### config.mk
export PLATFORM = sky130hd
export DESIGN_NAME = dslcc_ctrl
export DESIGN_NICKNAME = d
export VERILOG_FILES = /design/src/core/dslcc_sync.v /design/src/core/dslcc_chan_bank.v /design/src/core/dslcc_ctrl.v
export VERILOG_INCLUDE_DIRS = /design/src /design/src/core
export SDC_FILE = /design/constraint.sdc
export NUM_CORES = 1
export LEC_CHECK = 0
export BUFFER_PORTS_ARGS = -buffer_cell sky130_fd_sc_hd__buf_2
export CORE_MARGIN = 2
export CORE_UTILIZATION = 61
export CTS_BUF_LIST = sky130_fd_sc_hd__clkbuf_8
export DETAILED_ROUTE_END_ITERATION = 12
export PLACE_DENSITY_LB_ADDON = 0.08
export REMOVE_ABC_BUFFERS = 1
export SKIP_CTS_REPAIR_TIMING = 1
export SLEW_MARGIN = 20
export SYNTH_ARGS = -nofsm -noshare
export SYNTH_HDL_FRONTEND = slang
export SYNTH_SLANG_ARGS = --single-unit
### constraint.sdc
create_clock -name core_clk -period 2.5 [get_ports core_clk]
set_input_delay 0.375 -clock core_clk [delete_from_list [all_inputs] [get_ports core_clk]]
set_output_delay 0.375 -clock core_clk [all_outputs]
set_load 0.005 [all_outputs]
### src/core/dslcc_defs.vh
`ifndef DSLCC_DEFS_VH
`define DSLCC_DEFS_VH

// Input synchroniser lane positions.
`define DSLCC_IN_FRAME     0
`define DSLCC_IN_SCLK      1
`define DSLCC_IN_SERIAL_DATA_IN      2
`define DSLCC_IN_LOAD      3
`define DSLCC_IN_CLEAR     4
`define DSLCC_IN_PCHK      5
`define DSLCC_IN_ADDR0     6
`define DSLCC_IN_ADDR1     7
`define DSLCC_IN_WIDTH     8
`define DSLCC_IN_RESET     8'h89

// Serial clock limit and core clock rate.
`define DSLCC_SCLK_MAX_KHZ 30000
`define DSLCC_CORE_KHZ     100000

// Frame lengths in serial clock falling edges.
`define DSLCC_FRAME_BITS   24
`define DSLCC_FRAME_PBITS  32
`define DSLCC_CNT_W        6

// Frame word field positions.
`define DSLCC_F_ADDR_HI    23
`define DSLCC_F_ADDR_LO    22
`define DSLCC_F_READ       21
`define DSLCC_F_CH_HI      20
`define DSLCC_F_CH_LO      19
`define DSLCC_F_CMD_HI     18
`define DSLCC_F_CMD_LO     16
`define DSLCC_F_DATA_HI    15

// Commands.
`define DSLCC_CMD_DATA     3'h0
`define DSLCC_CMD_CCODE    3'h1
`define DSLCC_CMD_CEN      3'h2

// Write kinds handed to the channel bank.
`define DSLCC_WK_NONE      2'h0
`define DSLCC_WK_DATA      2'h1
`define DSLCC_WK_CCODE     2'h2
`define DSLCC_WK_CEN       2'h3

// Reset values and CRC polynomial.
`define DSLCC_CODE_RESET   16'h0000
`define DSLCC_CRC_RESET    8'h00
`define DSLCC_CRC_POLY     8'h07

`endif

### src/core/dslcc_sync.v
`timescale 1ns/1ps
module dslcc_sync #(
  parameter       W       = 8,
  parameter [W-1:0] RST_VAL = {W{1'b0}}
) (
  // Clock and reset.
  input  wire         core_clk,
  input  wire         rst_n,
  // Raw inputs.
  input  wire [W-1:0] raw,
  // Synchronised level and edges.
  output wire [W-1:0] level,
  output wire [W-1:0] rise,
  output wire [W-1:0] fall
);
  reg [W-1:0] stage1;
  reg [W-1:0] stage2;
  reg [W-1:0] stage3;

  // Two flops per lane, a third only for edge detection.
  always @(posedge core_clk) begin
    if (!rst_n) begin
      stage1 <= RST_VAL;
      stage2 <= RST_VAL;
      stage3 <= RST_VAL;
    end else begin
      stage1 <= raw;
      stage2 <= stage1;
      stage3 <= stage2;
    end
  end

  assign level = stage2;
  assign rise  = stage2 & ~stage3;
  assign fall  = ~stage2 & stage3;
endmodule

### src/core/dslcc_chan_bank.v
`timescale 1ns/1ps
`include "dslcc_defs.vh"
module dslcc_chan_bank #(
  parameter NCH = 4,
  parameter DW  = 16,
  parameter CW  = 2
) (
  // Clock and reset.
  input  wire              core_clk,
  input  wire              rst_n,
  // Decoded frame write.
  input  wire              wr_valid,
  input  wire [1:0]        wr_kind,
  input  wire [CW-1:0]     wr_ch,
  input  wire [DW-1:0]     wr_data,
  input  wire              wr_direct,
  // Load and clear events.
  input  wire              load_fall,
  input  wire              clear_rise,
  input  wire              clear_level,
  // Channel state.
  output wire [NCH*DW-1:0] out_bus,
  output wire [NCH-1:0]    clr_en
);
  genvar g;
  generate
    for (g = 0; g < NCH; g = g + 1) begin : chan
      reg [DW-1:0] in_code;
      reg [DW-1:0] out_code;
      reg [DW-1:0] clr_code;
      reg          pend;
      reg          cen;
      wire         hit;
      localparam [CW-1:0] IDX = g;

      assign hit = wr_valid && (wr_ch == IDX);

      always @(posedge core_clk) begin
        if (!rst_n) begin
          in_code  <= `DSLCC_CODE_RESET;
          out_code <= `DSLCC_CODE_RESET;
          clr_code <= `DSLCC_CODE_RESET;
          pend     <= 1'b0;
          cen      <= 1'b0;
        end else begin
          if (hit && wr_kind == `DSLCC_WK_DATA) begin
            in_code <= wr_data;
            if (wr_direct && !clear_level) begin
              out_code <= wr_data;
              pend     <= 1'b0;
            end else begin
              pend <= 1'b1;
            end
          end else if (load_fall && pend && !clear_level) begin
            out_code <= in_code;
            pend     <= 1'b0;
          end
          if (clear_rise && cen) begin
            out_code <= clr_code;
          end
          if (hit && wr_kind == `DSLCC_WK_CCODE) begin
            clr_code <= wr_data;
          end
          if (hit && wr_kind == `DSLCC_WK_CEN) begin
            cen <= wr_data[0];
          end
        end
      end

      assign out_bus[g*DW +: DW] = out_code;
      assign clr_en[g]           = cen;
    end
  endgenerate
endmodule

### src/core/dslcc_ctrl.v
`timescale 1ns/1ps
`include "dslcc_defs.vh"
// Notes on behaviour
// Shift input on sclk fall while frame low.
// Serial clock at most 30 MHz.
// Host keeps input valid at falling edge.
// Readback shifts serial register onto data out.
// Load low: update output at frame rise.
// Load high: input register only, transfer on fall.
// One load fall updates all channels together.
// Clear rising edge loads clear code.
// Only clear-enabled channels are cleared.
// Clear high blocks all output register writes.
// Two address straps select the addressed device.
// Avoid both straps low with packet check.
// Host ends frame after 24 or 32 edges.
// Synchronise inputs and detect edges first.
module dslcc_ctrl #(
  parameter NCH = 4,
  parameter DW  = 16,
  parameter CW  = 2
) (
  // Clock and reset.
  input  wire              core_clk,
  input  wire              rst_n,
  // Serial port.
  input  wire              frame_n,
  input  wire              serial_clk,
  input  wire              serial_data_in,
  output reg               serial_data_out,
  // Load and clear.
  input  wire              load_output_n,
  input  wire              clear,
  // Straps and configuration.
  input  wire              board_addr_bit0,
  input  wire              board_addr_bit1,
  input  wire              packet_check,
  // Channel outputs and status.
  output wire [NCH*DW-1:0] dac_out,
  output reg               packet_error,
  output reg               frame_error
);
  localparam ST_IDLE  = 1'b0;
  localparam ST_FRAME = 1'b1;
  localparam SW       = 32;
  localparam RBW      = 24;
  localparam [`DSLCC_CNT_W-1:0] NBITS  = `DSLCC_FRAME_BITS;
  localparam [`DSLCC_CNT_W-1:0] NPBITS = `DSLCC_FRAME_PBITS;
  // Fastest sclk half period, in core cycles, that sampling can follow.
  localparam SCLK_HALF_CYC = (`DSLCC_CORE_KHZ + 2 * `DSLCC_SCLK_MAX_KHZ - 1) / (2 * `DSLCC_SCLK_MAX_KHZ);

  // Serial CRC-8 update by one bit.
  function [7:0] crc_step;
    input [7:0] crc;
    input       bit_in;
    reg         fb;
    begin
      fb       = crc[7] ^ bit_in;
      crc_step = {crc[6:0], 1'b0} ^ (fb ? `DSLCC_CRC_POLY : 8'h00);
    end
  endfunction

  // Map command field to write kind.
  function [1:0] cmd_kind;
    input [2:0] cmd;
    begin
      case (cmd)
        `DSLCC_CMD_DATA:  cmd_kind = `DSLCC_WK_DATA;
        `DSLCC_CMD_CCODE: cmd_kind = `DSLCC_WK_CCODE;
        `DSLCC_CMD_CEN:   cmd_kind = `DSLCC_WK_CEN;
        default:          cmd_kind = `DSLCC_WK_NONE;
      endcase
    end
  endfunction

  wire [`DSLCC_IN_WIDTH-1:0] raw_in;
  wire [`DSLCC_IN_WIDTH-1:0] lvl;
  wire [`DSLCC_IN_WIDTH-1:0] rise;
  wire [`DSLCC_IN_WIDTH-1:0] fall;

  assign raw_in[`DSLCC_IN_FRAME] = frame_n;
  assign raw_in[`DSLCC_IN_SCLK]  = serial_clk;
  assign raw_in[`DSLCC_IN_SERIAL_DATA_IN]  = serial_data_in;
  assign raw_in[`DSLCC_IN_LOAD]  = load_output_n;
  assign raw_in[`DSLCC_IN_CLEAR] = clear;
  assign raw_in[`DSLCC_IN_PCHK]  = packet_check;
  assign raw_in[`DSLCC_IN_ADDR0] = board_addr_bit0;
  assign raw_in[`DSLCC_IN_ADDR1] = board_addr_bit1;

  // All pins pass two flops; edges come from the synchronised level.
  dslcc_sync #(
    .W       (`DSLCC_IN_WIDTH),
    .RST_VAL (`DSLCC_IN_RESET)
  ) u_sync (
    .core_clk (core_clk),
    .rst_n    (rst_n),
    .raw      (raw_in),
    .level    (lvl),
    .rise     (rise),
    .fall     (fall)
  );

  wire frame_start = fall[`DSLCC_IN_FRAME];
  wire frame_end   = rise[`DSLCC_IN_FRAME];
  wire sclk_fall   = fall[`DSLCC_IN_SCLK];
  wire sclk_rise   = rise[`DSLCC_IN_SCLK];
  wire pchk        = lvl[`DSLCC_IN_PCHK];
  wire [1:0] strap = {lvl[`DSLCC_IN_ADDR1], lvl[`DSLCC_IN_ADDR0]};

  reg                    state;
  reg                    next_state;
  reg [SW-1:0]           shift_in;
  reg [`DSLCC_CNT_W-1:0] bit_cnt;
  reg [7:0]              crc;
  reg [RBW-1:0]          rb_shift;
  reg                    rd_pend;
  reg [CW-1:0]           rd_ch;

  reg                    wr_valid;
  reg [1:0]              wr_kind;
  reg [CW-1:0]           wr_ch;
  reg [DW-1:0]           wr_data;
  reg                    wr_direct;

  wire [NCH*DW-1:0]      out_bus;
  wire [NCH-1:0]         clr_en;

  // Frame word sits in the low or upper part depending on packet check.
  wire [RBW-1:0] word      = pchk ? shift_in[SW-1:8] : shift_in[RBW-1:0];
  wire [7:0]     rx_crc    = shift_in[7:0];
  wire           len_ok    = pchk ? (bit_cnt == NPBITS) : (bit_cnt == NBITS);
  wire           crc_ok    = !pchk || (rx_crc == crc);
  wire           addr_ok   = word[`DSLCC_F_ADDR_HI:`DSLCC_F_ADDR_LO] == strap;
  wire [CW-1:0]  word_ch   = word[`DSLCC_F_CH_HI:`DSLCC_F_CH_LO];
  wire [2:0]     word_cmd  = word[`DSLCC_F_CMD_HI:`DSLCC_F_CMD_LO];
  wire           word_read = word[`DSLCC_F_READ];

  always @* begin
    case (state)
      ST_IDLE:  next_state = frame_start ? ST_FRAME : ST_IDLE;
      ST_FRAME: next_state = frame_end ? ST_IDLE : ST_FRAME;
      default:  next_state = ST_IDLE;
    endcase
  end

  // Readback word: strap, channel, clear enable, pad, output code.
  function [RBW-1:0] rb_word;
    input [1:0]    a;
    input [CW-1:0] ch;
    input          ce;
    input [DW-1:0] code;
    begin
      rb_word = {a, ch, ce, 3'h0, code};
    end
  endfunction

  always @(posedge core_clk) begin
    if (!rst_n) begin
      state    <= ST_IDLE;
      shift_in <= {SW{1'b0}};
      bit_cnt  <= {`DSLCC_CNT_W{1'b0}};
      crc      <= `DSLCC_CRC_RESET;
      rb_shift <= {RBW{1'b0}};
      rd_pend  <= 1'b0;
      rd_ch    <= {CW{1'b0}};
    end else begin
      state <= next_state;
      if (state == ST_IDLE && frame_start) begin
        bit_cnt <= {`DSLCC_CNT_W{1'b0}};
        crc     <= `DSLCC_CRC_RESET;
        if (rd_pend) begin
          rb_shift <= rb_word(strap, rd_ch, clr_en[rd_ch], out_bus[rd_ch*DW +: DW]);
          rd_pend  <= 1'b0;
        end else begin
          rb_shift <= {RBW{1'b0}};
        end
      end else if (state == ST_FRAME && !frame_end) begin
        // Edges are taken at core rate, which bounds the usable sclk rate.
        if (sclk_fall && bit_cnt != NPBITS) begin
          shift_in <= {shift_in[SW-2:0], lvl[`DSLCC_IN_SERIAL_DATA_IN]};
          bit_cnt  <= bit_cnt + 1'b1;
          if (bit_cnt < NBITS) begin
            crc <= crc_step(crc, lvl[`DSLCC_IN_SERIAL_DATA_IN]);
          end
        end
        if (sclk_rise) begin
          rb_shift <= {rb_shift[RBW-2:0], 1'b0};
        end
      end
      if (state == ST_FRAME && frame_end && len_ok && crc_ok && addr_ok && word_read) begin
        rd_pend <= 1'b1;
        rd_ch   <= word_ch;
      end
    end
  end

  // Frame end decode into one write pulse toward the channel bank.
  always @(posedge core_clk) begin
    if (!rst_n) begin
      wr_valid     <= 1'b0;
      wr_kind      <= `DSLCC_WK_NONE;
      wr_ch        <= {CW{1'b0}};
      wr_data      <= `DSLCC_CODE_RESET;
      wr_direct    <= 1'b0;
      packet_error <= 1'b0;
      frame_error  <= 1'b0;
    end else begin
      wr_valid     <= 1'b0;
      packet_error <= 1'b0;
      frame_error  <= 1'b0;
      if (state == ST_FRAME && frame_end) begin
        if (!len_ok) begin
          frame_error <= 1'b1;
        end else if (!crc_ok) begin
          packet_error <= 1'b1;
        end else if (addr_ok && !word_read) begin
          wr_valid  <= 1'b1;
          wr_kind   <= cmd_kind(word_cmd);
          wr_ch     <= word_ch;
          wr_data   <= word[`DSLCC_F_DATA_HI:0];
          wr_direct <= !lvl[`DSLCC_IN_LOAD];
        end
      end
    end
  end

  always @(posedge core_clk) begin
    if (!rst_n) begin
      serial_data_out <= 1'b0;
    end else begin
      serial_data_out <= (state == ST_FRAME) ? rb_shift[RBW-1] : 1'b0;
    end
  end

  dslcc_chan_bank #(
    .NCH (NCH),
    .DW  (DW),
    .CW  (CW)
  ) u_bank (
    .core_clk    (core_clk),
    .rst_n       (rst_n),
    .wr_valid    (wr_valid),
    .wr_kind     (wr_kind),
    .wr_ch       (wr_ch),
    .wr_data     (wr_data),
    .wr_direct   (wr_direct),
    .load_fall   (fall[`DSLCC_IN_LOAD]),
    .clear_rise  (rise[`DSLCC_IN_CLEAR]),
    .clear_level (lvl[`DSLCC_IN_CLEAR]),
    .out_bus     (out_bus),
    .clr_en      (clr_en)
  );

  assign dac_out = out_bus;
endmodule

==> impl_metrics.env, run 1 <==
export IMPL_avgViaCountPerCell=5.74
export IMPL_yosysUniqueCellTypes=49
export IMPL_ios=77
export IMPL_timing_max_slew_rel_slack_pct=38.3
export IMPL_std_cell_rows=53
export IMPL_placedCellCount=1667
export IMPL_mean_routed_wirelength_per_cell_um=18.5
export IMPL_timing_critical_path_required_ps=3010
export IMPL_worst_skew_pair_late_latency_ps=570
export IMPL_criticalPathCategory="reg2reg"
export IMPL_hold_class="in2reg"
export IMPL_drtIter0Drc=701
export IMPL_tns_ps=0
export IMPL_post_route_min_period_ps=2170
export IMPL_count_of_buffers_inserted_at_the_top_level_ports=76
export IMPL_antenna_found_initial=1
export IMPL_areaGrowthSynthToFinish_pct=13.2
export IMPL_yosys_register_bits=319
export IMPL_max_freq_mhz=461
export IMPL_tritoncts_num_buffers=51
export IMPL_grt_overflow_total=0
export IMPL_dominantRegCellSynth="dfxtp_1"
export IMPL_startpoint_type="flip-flop"
export IMPL_rsz0062_at_grt="false"
export IMPL_place_hpwl_um=21400
export IMPL_power_density_nw_per_um2=674
export IMPL_drt_total_wl_um=32500
export IMPL_yosysWarningCount=0
export IMPL_core_area_um2=20900
export IMPL_first_pass_iters=5
export IMPL_die_w_um=149
export IMPL_fill_cells=1682
export IMPL_grt_pass1_vias=9463
export IMPL_top_layer_used="met5"
export IMPL_finalWeightedCongestion=0.835
export IMPL_period_share_pct=86.7
export IMPL_report_final_setup_viol=0
export IMPL_postSynthCellCount=1390
export IMPL_timing_final_hold_violations=0
export IMPL_async_reset_ff_share_pct=0
export IMPL_route_vias_total=10100
export IMPL_yosysSeqAreaShare_pct=49.6
export IMPL_h_tree_depth=2
export IMPL_p_leak_nw=5.98
export IMPL_max_slew_worst_pin_slew_ps=925
export IMPL_post_synth_cell_area_avg_um2=9.26
export IMPL_die_h_um=149
export IMPL_clkSlewWorstSetupHoldPaths_ps=60
export IMPL_first_pass_grt_wire_length_um=51300
export IMPL_grt_total_usage_pct=29.3
export IMPL_critPathMaxFanout=16
export IMPL_ant_nets=0
export IMPL_fin_total_pwr_mw=9.82
export IMPL_route_layer_met1_wl_um=14100
export IMPL_drc=0
export IMPL_edff_count_synth=0
export IMPL_timing_max_transition_violations_final=0
export IMPL_routed_wl_met2_um=15600
export IMPL_status="finished, final reports clean"
export IMPL_n_antenna_cell=0
export IMPL_buffer_depth_of_the_longest_clock_path=3
export IMPL_placedInstanceArea_um2=13500
export IMPL_post_layout_nonfiller_instances=1762
export IMPL_vdd_ir_drop_max_v=0.000519
export IMPL_tritoncts="done"
export IMPL_design_final_nets=1460
export IMPL_clock_sink_count=319
export IMPL_design_die_area_um2=22300
export IMPL_data_arrival_time_of_the_worst_path_ps=2680
export IMPL_grt_start_max_net_pins=97
export IMPL_start_util_pct=61.6
export IMPL_final_layout_size_suffix_gt1_share_pct=17.7
export IMPL_clock_root_buffer="clkbuf_8"
export IMPL_drv_cap=0
export IMPL_crit_path_capture_type="flip-flop"
export IMPL_mappedNetlistArea_um2=12900
export IMPL_worst_clock_skew_ps=8.82
export IMPL_layout_cell_area_non_filler_um2=14600
export IMPL_met3_wirelength_um=1900
## power by group
group          switching (mW)  internal [mW]  total (mW)
clock network            1.99           2.48        4.47
registers              0.0198           5.12        5.14
logic                   0.145         0.0666       0.212
## layout make-up
| cell class | instances | area [um^2] | area share [%] |
|---|---|---|---|
| clock inverter | 22 | 95.1 | 0.653 |
| inverter | 22 | 85.1 | 0.584 |
| timing repair buffer | 121 | 763 | 5.24 |
| sequential | 319 | 6390 | 43.9 |
| clock buffer | 70 | 963 | 6.62 |
| tap | 275 | 344 | 2.36 |
| multi-input combinational | 933 | 5920 | 40.7 |
## critical path, stage by stage, from the launching register on
cell      delay (ps)
dfxtp_1          340
nand2b_1         230
or3_1            440
nand3_1          140
and4_1           710
a22o_1           250
## sequential cells by signal, summed over array words and instances, names as in the netlist, 6 cells and up
register              count
u_bank.chan.clr_code     64
u_bank.chan.in_code      64
u_bank.chan.out_code     64
shift_in                 32
rb_shift                 24
wr_data                  16
crc                       8
u_sync.level              8
u_sync.stage1             8
bit_cnt                   6
## synthesized netlist by cell type (3+ instances only)
| cell type | number | area (um^2) |
|---|---|---|
| nor3_1 | 7 | 35.0 |
| buf_6 | 3 | 33.8 |
| nand3b_1 | 6 | 45.0 |
| and3_1 | 3 | 18.8 |
| xor2_1 | 4 | 35.0 |
| inv_1 | 21 | 78.8 |
| mux4_2 | 17 | 383 |
| nor2b_1 | 4 | 25.0 |
| dfxtp_1 | 319 | 6390 |
| mux2_2 | 36 | 405 |
| nor4_1 | 3 | 18.8 |
| a21oi_1 | 181 | 906 |
| xnor2_1 | 16 | 140 |
| and2_1 | 29 | 181 |
| buf_2 | 17 | 85.1 |
| o41ai_1 | 15 | 131 |
| nand4_1 | 4 | 25.0 |
| or3_1 | 6 | 37.5 |
| nand3_1 | 18 | 90.1 |
| mux2i_1 | 115 | 1150 |
| or2_2 | 3 | 18.8 |
| a211oi_1 | 21 | 158 |
| nand2_1 | 212 | 796 |
| o21ai_0 | 18 | 90.1 |
| nand2b_1 | 13 | 81.3 |
| nor2_1 | 132 | 495 |
| clkbuf_1 | 91 | 342 |
| a22o_1 | 48 | 420 |
| buf_4 | 4 | 30.0 |
## per-stage QoR
stage | worst slack (ps) | hold slack [ps] | utilization [%]
floorplan | -1180 | 386 | -
global placement | 406 | 391 | 64.5
detailed placement | 366 | 397 | 64.5
CTS | 331 | -39.6 | 69.6
global route | 190 | 3.95 | 69.7
finish | 332 | 10.3 | 69.7
## logic make-up (layout without fill, tap and decap cells)
| group | Yosys count | in the layout | synth area share [%] |
|---|---|---|---|
| buffers and inverters | 138 | 235 | 4.48 |
| AO/OA/AOI/OAI | 293 | 293 | 13.9 |
| AND/OR/NAND/NOR | 449 | 449 | 15.2 |
| flip-flops | 319 | 319 | 49.6 |
| XOR/XNOR | 20 | 20 | 1.36 |
| adder cells (fa/ha/maj) | 3 | 3 | 0.272 |
| multiplexers | 168 | 168 | 15.1 |
## layer usage
metal  up-vias  track usage (%)
met5         -                0
met4         2             11.3
met3        71             5.26
met2       307             48.5
met1      4825             38.5
li1       4903                -
## final timing paths
kind / depth (start not counted) / start / slack [ps] / to
max: 5 / wr_ch[1]$_SDFFE_PN0P_ / 330 / u_bank.chan[0].out_code[6]$_SDFFE_PN0P_
min: 2 / clear / 10 / u_sync.stage1[4]$_SDFF_PN0_
max reg2reg: 5 / wr_ch[1]$_SDFFE_PN0P_ / 330 / u_bank.chan[0].out_code[6]$_SDFFE_PN0P_
min reg2reg: 1 / u_sync.stage1[7]$_SDFF_PN1_ / 410 / u_sync.level[7]$_SDFF_PN1_
## placed cells by master, fill, tap and decap left out, drive strengths merged, types with 13 or more instances in the layout
master / Yosys / routed
inv: 22 / 36
nand3: 18 / 18
o41ai: 16 / 16
buf: 25 / 118
clkbuf: 91 / 70
a211oi: 21 / 21
nand2: 212 / 212
xnor2: 16 / 16
mux4: 17 / 17
dfxtp: 319 / 319
mux2: 36 / 36
mux2i: 115 / 115
a22o: 48 / 48
and2: 29 / 29
nor2: 132 / 132
nand2b: 13 / 13
a21oi: 181 / 181
o21ai: 19 / 19
No activity file was read; power rests on OpenSTA's default activity.
==> run 2: changes to the inputs <==
--- a/config.mk
+++ b/config.mk
@@ -11,6 +11,7 @@
 export CORE_UTILIZATION = 61
 export CTS_BUF_LIST = sky130_fd_sc_hd__clkbuf_8
 export DETAILED_ROUTE_END_ITERATION = 12
+export MAX_ROUTING_LAYER = met4
 export PLACE_DENSITY_LB_ADDON = 0.08
 export REMOVE_ABC_BUFFERS = 1
 export SKIP_CTS_REPAIR_TIMING = 1
==> run 2 against run 1 <==
  * First-iteration DRC count down 7.4%
  * Sequential cell count unchanged
  * Sequential power about the same
  * Utilization about the same
  * Maximum frequency up 0.60%
  * Cell count about the same
  * Wire length about the same
  * Worst setup slack better by 13 ps
  * Clock-buffer cell count unchanged
  * Critical path depth unchanged
  * Clock skew up 3.5 ps
  * Combinational power about the same
  * Critical path type unchanged
  * Critical endpoint unchanged
  * Largest cell class unchanged
  * Largest power group unchanged
==> impl_metrics.env, run 2 (synthesized netlist as in run 1, its figures left out) <==
export IMPL_status="finished, final reports clean"
export IMPL_number_of_buffers_and_inverters_on_the_critical_path=0
export IMPL_biggestRegsByFlops="u_bank.chan.clr_code: 64 flops, u_bank.chan.in_code: 64 flops, u_bank.chan.out_code: 64 flops"
export IMPL_crit_chain="nand2b_1, or3_1, nand3_1, and4_1, a22o_1"
export IMPL_layout_cells_most_common_list="dfxtp_1, nand2_1, a21oi_1"
export IMPL_post_route_min_period_ps=2160
export IMPL_place_hpwl_um=21400
export IMPL_hold_worst_slack_ps=10.4
export IMPL_first_pass_grt_wire_length_um=51300
export IMPL_timing_max_transition_violations_final=0
export IMPL_criticalPathCategory="reg2reg"
export IMPL_grt_busiest_layer="met2"
export IMPL_fill_cells=1681
export IMPL_timing_final_hold_violations=0
export IMPL_avgViaCountPerCell=5.70
export IMPL_core_area_um2=20900
export IMPL_globalRouteMet2Util_pct=48.3
export IMPL_drtIter0Drc=649
export IMPL_first_pass_iters=5
export IMPL_design_die_area_um2=22300
export IMPL_grt_start_max_net_pins=97
export IMPL_fin_util_pct=69.7
export IMPL_die_w_um=149
export IMPL_r2r_worst_path_cells=5
export IMPL_antenna_found_initial=1
export IMPL_multiInputGateArea_um2=5920
export IMPL_hold_class="in2reg"
export IMPL_grt_total_usage_pct=30.2
export IMPL_areaGrowthSynthToFinish_pct=13.2
export IMPL_start_util_pct=61.6
export IMPL_max_slew_worst_pin_slew_ps=963
export IMPL_clock_root_buffer="clkbuf_8"
export IMPL_count_of_buffers_inserted_at_the_top_level_ports=76
export IMPL_buffer_depth_of_the_longest_clock_path=3
export IMPL_clkSlewWorstSetupHoldPaths_ps=60
export IMPL_crit_path_capture_type="flip-flop"
export IMPL_final_setup_worst_slack_ps=345
export IMPL_tritoncts="done"
export IMPL_ff_latch_area_um2=6390
export IMPL_slowest_stage="and4_1"
export IMPL_drt_total_wl_um=32600
export IMPL_timing_critical_path_depth=5
export IMPL_ant_nets=0
export IMPL_min_delay_path_depth=2
export IMPL_drc=0
export IMPL_met3_track_usage_gr_pct=5.20
export IMPL_report_final_setup_viol=0
export IMPL_final_layout_size_suffix_gt1_share_pct=17.7
export IMPL_drv_cap=0
export IMPL_critical_path_top_delay_family="simple AND/OR/NAND/NOR gates"
export IMPL_die_h_um=149
export IMPL_timing_max_slew_rel_slack_pct=35.8
export IMPL_p_leak_nw=5.98
export IMPL_clock_sink_count=319
export IMPL_h_tree_depth=2
export IMPL_std_cell_rows=53
export IMPL_startpoint_type="flip-flop"
export IMPL_route_vias_total=10000
export IMPL_mean_routed_wirelength_per_cell_um=18.5
export IMPL_rsz0062_at_grt="false"
export IMPL_grt_overflow_total=0
export IMPL_finalWeightedCongestion=0.847
export IMPL_vdd_ir_drop_max_v=0.000520
export IMPL_timing_critical_path_required_ps=3010
export IMPL_max_freq_mhz=464
export IMPL_placement_setup_worst_slack_ps=366
export IMPL_tritoncts_num_buffers=51
export IMPL_ios=77
export IMPL_fin_total_pwr_mw=9.82
export IMPL_power_density_nw_per_um2=675
export IMPL_design_final_nets=1460
export IMPL_tns_ps=0
export IMPL_period_share_pct=86.2
export IMPL_critPathMaxFanout=16
export IMPL_crit_path_max_incr_delay_ps=700
export IMPL_grt_pass1_vias=9440
export IMPL_mostFrequentLayoutCell="dfxtp_1"
export IMPL_gr_usage_met1_pct=38.7
export IMPL_data_arrival_time_of_the_worst_path_ps=2660
export IMPL_worst_clock_skew_ps=12.3
export IMPL_worst_skew_pair_late_latency_ps=570
[run 2: changes by cell type in the layout (fill, tap and decap cells not counted), sizes merged]
cell / previous run / this run
diode: 0 / 1
[run 2: cell type report]
class | count | share of cell area [%]
well taps | 275 | 2.36
diodes | 1 | 0.0172
clock inverters | 22 | 0.653
clock buffers | 70 | 6.62
repair buffers | 121 | 5.24
multi-input cells | 933 | 40.7
flip-flops and latches | 319 | 43.8
inverters | 22 | 0.584
[run 2: metrics by stage]
step	cells	instance area, um^2
after floorplan	1274	12400
after global placement	1667	13500
after detailed placement	1667	13500
after CTS	1759	14500
after global routing	1763	14600
final	1763	14600
[run 2: per-layer routing]
metal / part of all wire [%] / vias to the layer above
met3: 5.9 / 68
met4: 2.7 / 0
met1: 44 / 4778
li1: - / 4915
met2: 48 / 286
met5: 0 / -
[run 2: worst register-to-register path: cells and delay by family, from the launching register on]
kind | cells | cell delay [ps]
flops | 1 | 330
simple gates | 4 | 1510
compound gates | 1 | 260
[run 2: report_power, final]
part	total (mW)	internal (mW)	switching, mW
clock network	4.48	2.48	2.00
logic	0.211	0.0666	0.145
registers	5.14	5.12	0.0199
total	9.82	7.66	2.16
[run 2: path summary, 6_finish.rpt]
kind / startpoint / endpoint / slack (ps)
min reg2reg: u_sync.stage1[7]$_SDFF_PN1_ / u_sync.level[7]$_SDFF_PN1_ / 410
max reg2reg: wr_ch[1]$_SDFFE_PN0P_ / u_bank.chan[0].out_code[6]$_SDFFE_PN0P_ / 340
max: wr_ch[1]$_SDFFE_PN0P_ / u_bank.chan[0].out_code[6]$_SDFFE_PN0P_ / 340
min: clear / u_sync.stage1[4]$_SDFF_PN0_ / 10
